File: config.mk
export PLATFORM = sky130hd
export DESIGN_NAME = cop_top
export DESIGN_NICKNAME = d
export VERILOG_FILES = /design/src/cop_pkg.sv /design/src/cop_chan_out.sv /design/src/cop_top.sv
export VERILOG_INCLUDE_DIRS = /design/src
export SDC_FILE = /design/constraint.sdc
export NUM_CORES = 1
export LEC_CHECK = 0
export BUFFER_PORTS_ARGS = -buffer_cell sky130_fd_sc_hd__buf_2
export CAP_MARGIN = 10
export CORE_MARGIN = 10
export CORE_UTILIZATION = 39
export DETAILED_ROUTE_END_ITERATION = 12
export GPL_ROUTABILITY_DRIVEN = 0
export PLACE_DENSITY = 0.77
export REMOVE_ABC_BUFFERS = 1
export SYNTH_ARGS = -nofsm -noshare
export SYNTH_HDL_FRONTEND = slang
export SYNTH_HIERARCHICAL = 1
export SYNTH_SLANG_ARGS = --single-unit
File: constraint.sdc
create_clock -name pclk -period 1.25 [get_ports pclk]
set_input_delay 0.0625 -clock pclk [delete_from_list [all_inputs] [get_ports pclk]]
set_output_delay 0.0625 -clock pclk [all_outputs]
set_load 0.02 [all_outputs]
File: src/cop_consts.svh
// register offsets, field positions and reset values of the polarity block
// assumes a 12-bit byte address on the APB side
`ifndef COP_CONSTS_SVH
`define COP_CONSTS_SVH

// ***********************************
// register offsets (byte addresses)
// ***********************************
`define COP_MODE_OFFSET 12'h054
`define COP_POL_OFFSET 12'h070
`define COP_STAT_OFFSET 12'h074

// ***********************************
// field positions
// ***********************************
`define COP_MODE_FLT_EN_BIT 0
`define COP_MODE_GUARD_OFF_BIT 2
`define COP_STAT_FLT_IN_BIT 5
`define COP_STAT_GUARD_ON_BIT 6
`define COP_STAT_FLT_FLAG_BIT 7

// ***********************************
// reset values
// ***********************************
`define COP_POL_RESET 8'h00
`define COP_GUARD_OFF_RESET 1'h0
`define COP_FLT_EN_RESET 1'h0
`define COP_CHAN_OUT_RESET 1'h0

`endif

File: src/cop_pkg.sv
// types shared by the polarity block
// assumes nothing beyond the constants header
package cop_pkg;

	localparam int COP_CHANNELS = 8;

	typedef logic [COP_CHANNELS-1:0] cop_chan_vec_t;

	typedef struct packed {
		logic chan_out;
	} cop_chan_state_t;

	typedef struct packed {
		cop_chan_vec_t pol;
		logic guard_off;
		logic flt_en;
		logic flt_flag;
		logic armed;
		logic flt_sync1;
		logic flt_sync2;
		logic [31:0] prdata;
	} cop_top_state_t;

endpackage

File: src/cop_chan_out.sv
// one channel output stage: polarity and safe level, registered
// assumes raw waveform and controls are on pclk
`timescale 1ns/1ps
`include "cop_consts.svh"

module cop_chan_out
	import cop_pkg::*;
(
	input wire logic pclk, // bus clock
	input wire logic presetn, // async reset, active low
	input wire logic raw_active, // raw waveform, 1 means active
	input wire logic pol, // channel polarity bit
	input wire logic safe, // fault safe state requested
	output logic chan_out // channel output level
);

	cop_chan_state_t st_ff;
	cop_chan_state_t nxt_st;

	always_comb begin
		nxt_st = st_ff;
		if (safe) begin
			nxt_st.chan_out = pol;
		end else begin
			nxt_st.chan_out = raw_active ^ pol;
		end
	end

	always_ff @(posedge pclk or negedge presetn) begin
		if (!presetn) begin
			st_ff <= '{chan_out: `COP_CHAN_OUT_RESET};
		end else begin
			st_ff <= nxt_st;
		end
	end

	assign chan_out = st_ff.chan_out;

endmodule

File: src/cop_top.sv
// channel output polarity block with APB register slave
// assumes raw waveforms on pclk and an asynchronous fault pin
//
// Overview of operation
// - polarity bit 0 gives active-high output, 1 gives active-low output.
// - eight polarity bits, channel n at bit n, bits 31-8 reserved.
// - fault control enabled and fault detected forces outputs to inactive state.
// - safe level driven during a fault equals the channel's polarity bit.
// - polarity bits are writable only while write_guard_off in mode equals 1.
// - polarity register sits at offset 70h and resets to all zeros.
// - write_guard_on status always reads as inverse of write_guard_off.
//
// The APB register port was chosen for this implementation.
`timescale 1ns/1ps
`include "cop_consts.svh"

module cop_top
	import cop_pkg::*;
(
	input wire logic pclk, // bus clock, 125 MHz
	input wire logic presetn, // async reset, active low
	input wire logic psel, // apb select
	input wire logic penable, // apb access phase
	input wire logic pwrite, // apb direction, 1 = write
	input wire logic [11:0] paddr, // apb byte address
	input wire logic [31:0] pwdata, // apb write data
	input wire logic [3:0] pstrb, // apb byte strobes
	output logic [31:0] prdata, // apb read data
	output logic pready, // apb ready
	output logic pslverr, // apb error, unmapped address
	input wire logic [7:0] raw_active, // raw channel waveforms, 1 = active
	input wire logic fault_in, // fault pin, 1 = fault, asynchronous
	output logic [7:0] chan_out // channel output pins
);

	// ***********************************
	// state
	// ***********************************
	cop_top_state_t st_ff;
	cop_top_state_t nxt_st;

	logic setup_phase;
	logic access_phase;
	logic wr_access;
	logic hit_mode;
	logic hit_pol;
	logic hit_stat;
	logic hit_any;
	logic guard_on;
	logic safe_all;
	logic [31:0] rd_mux;

	// ***********************************
	// bus decode
	// ***********************************
	assign setup_phase = psel & ~penable;
	assign access_phase = psel & penable;
	assign wr_access = access_phase & pwrite;
	assign hit_mode = (paddr == `COP_MODE_OFFSET);
	assign hit_pol = (paddr == `COP_POL_OFFSET);
	assign hit_stat = (paddr == `COP_STAT_OFFSET);
	assign hit_any = hit_mode | hit_pol | hit_stat;

	// no wait states; only unmapped addresses report an error
	assign pready = 1'b1;
	assign pslverr = access_phase & ~hit_any;
	assign prdata = st_ff.prdata;

	assign guard_on = ~st_ff.guard_off;
	assign safe_all = st_ff.flt_en & st_ff.flt_flag;

	// ***********************************
	// read data
	// ***********************************
	always_comb begin
		rd_mux = 32'h00000000;
		if (hit_pol) begin
			rd_mux[COP_CHANNELS-1:0] = st_ff.pol;
		end else if (hit_mode) begin
			rd_mux[`COP_MODE_FLT_EN_BIT] = st_ff.flt_en;
			rd_mux[`COP_MODE_GUARD_OFF_BIT] = st_ff.guard_off;
		end else if (hit_stat) begin
			rd_mux[`COP_STAT_FLT_IN_BIT] = st_ff.flt_en & st_ff.flt_sync2;
			rd_mux[`COP_STAT_GUARD_ON_BIT] = guard_on;
			rd_mux[`COP_STAT_FLT_FLAG_BIT] = st_ff.flt_flag;
		end
	end

	// ***********************************
	// next state
	// ***********************************
	always_comb begin
		nxt_st = st_ff;

		// two-stage synchroniser for the fault pin
		nxt_st.flt_sync1 = fault_in;
		nxt_st.flt_sync2 = st_ff.flt_sync1;

		// read data captured in setup so it comes from a flop
		if (setup_phase & ~pwrite) begin
			nxt_st.prdata = rd_mux;
		end

		// reading guard_on as 1 arms the unlock
		if (setup_phase & ~pwrite & hit_stat & guard_on) begin
			nxt_st.armed = 1'b1;
		end

		// polarity write, only with the guard off
		if (wr_access & hit_pol & pstrb[0]) begin
			if (st_ff.guard_off) begin
				nxt_st.pol = pwdata[COP_CHANNELS-1:0];
			end
		end

		// mode write
		if (wr_access & hit_mode & pstrb[0]) begin
			nxt_st.flt_en = pwdata[`COP_MODE_FLT_EN_BIT];
			if (pwdata[`COP_MODE_GUARD_OFF_BIT] & st_ff.armed) begin
				nxt_st.guard_off = 1'b1;
			end
			nxt_st.armed = 1'b0;
		end

		// status write: 1 to guard_on relocks, 0 to flag clears if no fault
		if (wr_access & hit_stat & pstrb[0]) begin
			if (pwdata[`COP_STAT_GUARD_ON_BIT]) begin
				nxt_st.guard_off = 1'b0;
				nxt_st.armed = 1'b0;
			end
			if (!pwdata[`COP_STAT_FLT_FLAG_BIT] && !st_ff.flt_sync2) begin
				nxt_st.flt_flag = 1'b0;
			end
		end

		// fault detection; set wins over a clear in the same cycle
		if (st_ff.flt_en & st_ff.flt_sync2) begin
			nxt_st.flt_flag = 1'b1;
		end
	end

	// ***********************************
	// registers
	// ***********************************
	always_ff @(posedge pclk or negedge presetn) begin
		if (!presetn) begin
			st_ff <= '{
				pol: `COP_POL_RESET,
				guard_off: `COP_GUARD_OFF_RESET,
				flt_en: `COP_FLT_EN_RESET,
				flt_flag: 1'b0,
				armed: 1'b0,
				flt_sync1: 1'b0,
				flt_sync2: 1'b0,
				prdata: 32'h00000000
			};
		end else begin
			st_ff <= nxt_st;
		end
	end

	// ***********************************
	// channel output stages
	// ***********************************
	for (genvar ch = 0; ch < COP_CHANNELS; ch++) begin : g_chan
		cop_chan_out u_chan (
			.pclk(pclk),
			.presetn(presetn),
			.raw_active(raw_active[ch]),
			.pol(st_ff.pol[ch]),
			.safe(safe_all),
			.chan_out(chan_out[ch])
		);
	end

endmodule
== Word level (Yosys, flattened, before mapping) ==
Index checks and enable logic that the tools add are counted.
Storage, ports and cells
  output and inout port bits: 42
  flip-flop bits (word level): 30
  word-level logic and storage cells: 83
  bits of input ports: 62
Cells by class
  bitwise operators: 30
  reductions and logical operators: 7
  eq/ne operators: 3
  multiplexer cells: 27
Operators by type and width (count)
  $eq 12x7->1 const B: 3
  $mux 1: 21
  $and 1x1->1: 16
  $mux 3: 3
  $xor 1x1->1: 8
  $mux 2: 3
  $not 1->1: 4
  $reduce_and 2->1: 2
  $reduce_bool 2->1: 2
  $logic_not 1->1: 2
  $or 1x1->1: 2
  $logic_and 1x1->1: 1

== Depth between registers and ports, before layout ==
  word-level depth: 10
  gate-level depth with buffers: 4
  mapped depth without buffers: 4

== Hierarchy ==
Netlist, hierarchy kept.
Modules (own cells, without submodules)
  cop_top: area each 1263.7 µm², times used 1, cells each 117, sequential area each 550.5 µm²
  cop_chan_out: area each 55.1 µm², times used 8, cells each 3, sequential area each 25.0 µm²

== Worst setup path after synthesis ==
No wires, ideal clock.
  path type: input -> register
  from: in paddr[9]
  to: reg st_ff[38] (netlist name)
  setup slack: -0.140 ns
  arrival: 1.266 ns
  buffers on the path: 0
  stages: 4
  data required time: 1.125 ns
  library setup time: 0.125 ns
  path through: nor4_4 nand4_2 nor4_4 mux2_2
Between the ends
  longest elaborated chain between the ends: 4
RTL lines
  start: declaration: line cop_top.sv:25  | input wire logic [11:0] paddr,
  $eq 12x7->1 (no line)
  $and 1x1->1 (2 in series): line cop_top.sv:110  | if (wr_access & hit_pol & pstrb[0]) begin
  $reduce_and 2->1 (no line)
  end signal: assignment: line cop_top.sv:147  | st_ff <= '{
  end signal: assignment: line cop_top.sv:158  | st_ff <= nxt_st;
  end: declaration: line cop_top.sv:39  | cop_top_state_t st_ff;
No other way between the ends.
A chain may end at the register's enable or synchronous reset.

== Worst setup path in the final report ==
  from: in paddr[10]
  to: reg st_ff[43] (netlist name)
The elaborated chain is that of the path after synthesis.

==> run summary <==
pwr/cell area -> 955 nW/um^2
Max IR drop VDD -> 0.331 mV
actual slew at the worst max-slew pin -> 0.639 ns
WP data required -> 1.41 ns
Crit-path slowest cell -> mux2_2
antenna viol nets, final -> 0
WL met2 -> 1940 um
largest cells by area after synthesis -> dfrtp_1 (44%), buf_4 (15%), xnor2_2 (7.6%)
Main synth FF type -> dfrtp_1
main combinational cell family by area after synthesis -> simple AND/OR/NAND/NOR gates
beginning of the critical path -> paddr[10]
GRT Util Overall -> 10.1%
Max FO, Critical Path -> 8
flip-flop and latch area -> 751 um^2
status -> finished clean
unrepaired setup endpoints after global routing -> yes
worst clock skew -> 0.00324 ns
clock root buffer -> clkbuf_8
mux cell area share after synthesis -> 7.12%
Clock Latency Late Sink -> 0.28 ns
Syn. warnings -> 6
met3 wire len -> 400 um
cell total after placement -> 246
Post-DP HPWL -> 3160 um
Post-Synthesis Cell Area -> 1700 um^2
cells along the critical path -> buf_6 -> nor4_4 -> nand4_2 -> nor4_4 -> buf_6 -> mux2_2
WL final -> 3820 um
EDFF count, synth -> 0
post-synthesis adder-cell area fraction -> 0%
worst r2r src -> st_ff[37]$_DFF_PN0_
DRC viols -> 0
Critical Path End Type -> flop
Final Cycle Share -> 97.7%
Compound-Gate Fraction of Synth Area -> 7.12%
Synth Area per Inst -> 12.1 um^2
asr flop ratio synth -> 100%
top post-synthesis cells by count -> buf_4 (33), dfrtp_1 (30), mux2_2 (9)
DIE AREA -> 7410 um^2
Pre-antenna DRT Iters -> 4
Hold Path Class -> input port to flop
Syn Inst Count -> 141
Cell Rows -> 23
FF-to-FF End -> st_ff[43]$_DFFE_PN0P_
initial antenna violation count -> 0
XOR/XNOR Fraction of Synth Area -> 7.64%
Port-buffer cells -> 51
max incr delay on CP -> 0.34 ns
most frequent cell after synthesis -> buf_4
instance count on the critical path -> 6
I/O Pins -> 104
largest net degree at the start of global routing -> 31
Unique masters post-synth -> 34
uppermost layer routed -> met4
die height -> 86.1 um
Via density -> 4.53
Max Cap Viol -> 0
Layout area overhead -> 24.9%
final hold vios -> 0
vias in the first global route -> 1234
Clock Path Buffers -> 2
CP Launch Type -> input port
Overflow after GRT -> 0
Post-Synth Simple-Gate Area -> 18.2%
Slew Limit Fails -> 0
clock sinks -> 30
worst path bufs/invs -> 2
Reg clk slew, reported paths -> 0.06 ns
first-pass GRT wire length -> 5950 um
Diodes inserted -> 0
Max Clk Rate -> 0.819 GHz
Num CTS Buffers -> 5
Core Box Area -> 4120 um^2
final setup vio count -> 0
clock tree from TritonCTS -> built
DR iter-0 viols -> 22
CP Class -> input port to flop
Synth Register Bits -> 30
R2R Setup Slk -> 0.07 ns
Filler cells -> 386
WL met1 -> 1410 um
H-tree lvl count -> 2
post-DR wirelength/cell -> 14.9 um
Post-Layout Cell Count -> 257
sequential area share after synthesis -> 44.1%
Multi-input gate area -> 788 um^2
Critical Path End -> st_ff[43]$_DFFE_PN0P_
DR vias -> 1164
post-synth top area share -> 44.1%
CP arrival -> 1.38 ns
Hold WS -> 0.0164 ns
Nets -> 270
Die W -> 86.1 um
post-synth top area cell -> dfrtp_1
Max-slew headroom -> 57.4%
cell family with most CP delay -> simple AND/OR/NAND/NOR gates
R2R cell count -> 4
fraction of layout cells with a size suffix above 1 -> 52.2%
P_leak -> 1.09 nW
initial core utilization -> 41.4%
Tmin final -> 1.22 ns
==> area by class of cell <==
cell class                 instances  area share (%)
sequential                        30            35.3
multi-input combinational         97            37.0
tap                               50            2.94
timing repair buffer              72            20.5
inverter                           2           0.353
clock buffer                       6            3.88
==> cell families (layout without fill, tap and decap cells) <==
group,Yosys count,after routing
buf+inv,37,80
simple gates,35,35
flops,30,30
compound gates,18,18
mux,11,11
xor+xnor,8,8
other cells,2,25
==> stage by stage <==
stage	utilization, %	instance area (um^2)	setup WS (ns)	total power, mW	TNS (ns)
finish	51.7	2130	0.0294	2.03	0
global route	51.7	2130	-0.0294	2.13	-0.140
CTS	51.0	2100	0.0542	2.06	0
detailed placement	47.9	1970	-0.203	1.29	-2.02
global placement	47.9	1970	-0.183	1.29	-1.81
floorplan	-	1540	-0.140	1.16	-1.12
==> worst register-to-register path: stages (launching register included) <==
cell and delay, ns:
dfrtp_1 0.36, inv_2 0.06, nor4_4 0.14, buf_6 0.18, mux2_2 0.34
==> state kept, by name, indices dropped and copies added (netlist names) <==
signal,cells
st_ff,13
g_chan.u_chan/chan_out,8
prdata,8
nxt_st,1
==> worst min-delay path by stage <==
stage,start,endpoint,slack (ns),cells past startpoint
3_5_place_dp,presetn,g_chan[6].u_chan/chan_out$_DFF_PN0_,0.12,1
6_report,pwdata[1],st_ff[39]$_DFFE_PN0P_,0.02,2
3_3_place_gp,presetn,g_chan[2].u_chan/chan_out$_DFF_PN0_,0.12,1
4_1_cts,pwdata[1],st_ff[39]$_DFFE_PN0P_,0.0009,2
2_1_floorplan,presetn,g_chan[0].u_chan/chan_out$_DFF_PN0_,-0.23,0
5_1_grt,pwdata[4],st_ff[42]$_DFFE_PN0P_,0.02,2
==> routing by layer <==
metal	GRT usage, %	vias to the layer above
met4	4.79	0
met5	0	-
met1	9.69	556
met3	5.87	7
li1	-	555
met2	16.8	46
==> repair_timing <==
action	4_1_cts	5_1_grt
setup buffers	1	1
hold buffers	3	0
endpoints found under the hold margin	32	0
pin swaps	1	2
gates resized for setup	2	5
setup endpoints to repair	8	8
==> report_power, final <==
part | total [mW] | internal [mW] | switching (mW)
logic | 0.299 | 0.115 | 0.185
registers | 0.992 | 0.988 | 0.00365
clock network | 0.741 | 0.423 | 0.318
==> cell usage in the layout, fill, tap and decap left out, types with 3 or more instances in the layout <==
cell type      count
xnor2_2            8
mux2_2             6
o21ai_0            7
dlygate4sd3_1      3
nand2b_4           8
dfrtp_1           30
buf_2             49
buf_4             17
mux2_4             3
clkbuf_8           6
buf_6              3
nand2_1            8
a22o_1             3
conb_1            25
No activity file was read; power rests on OpenSTA's default activity.
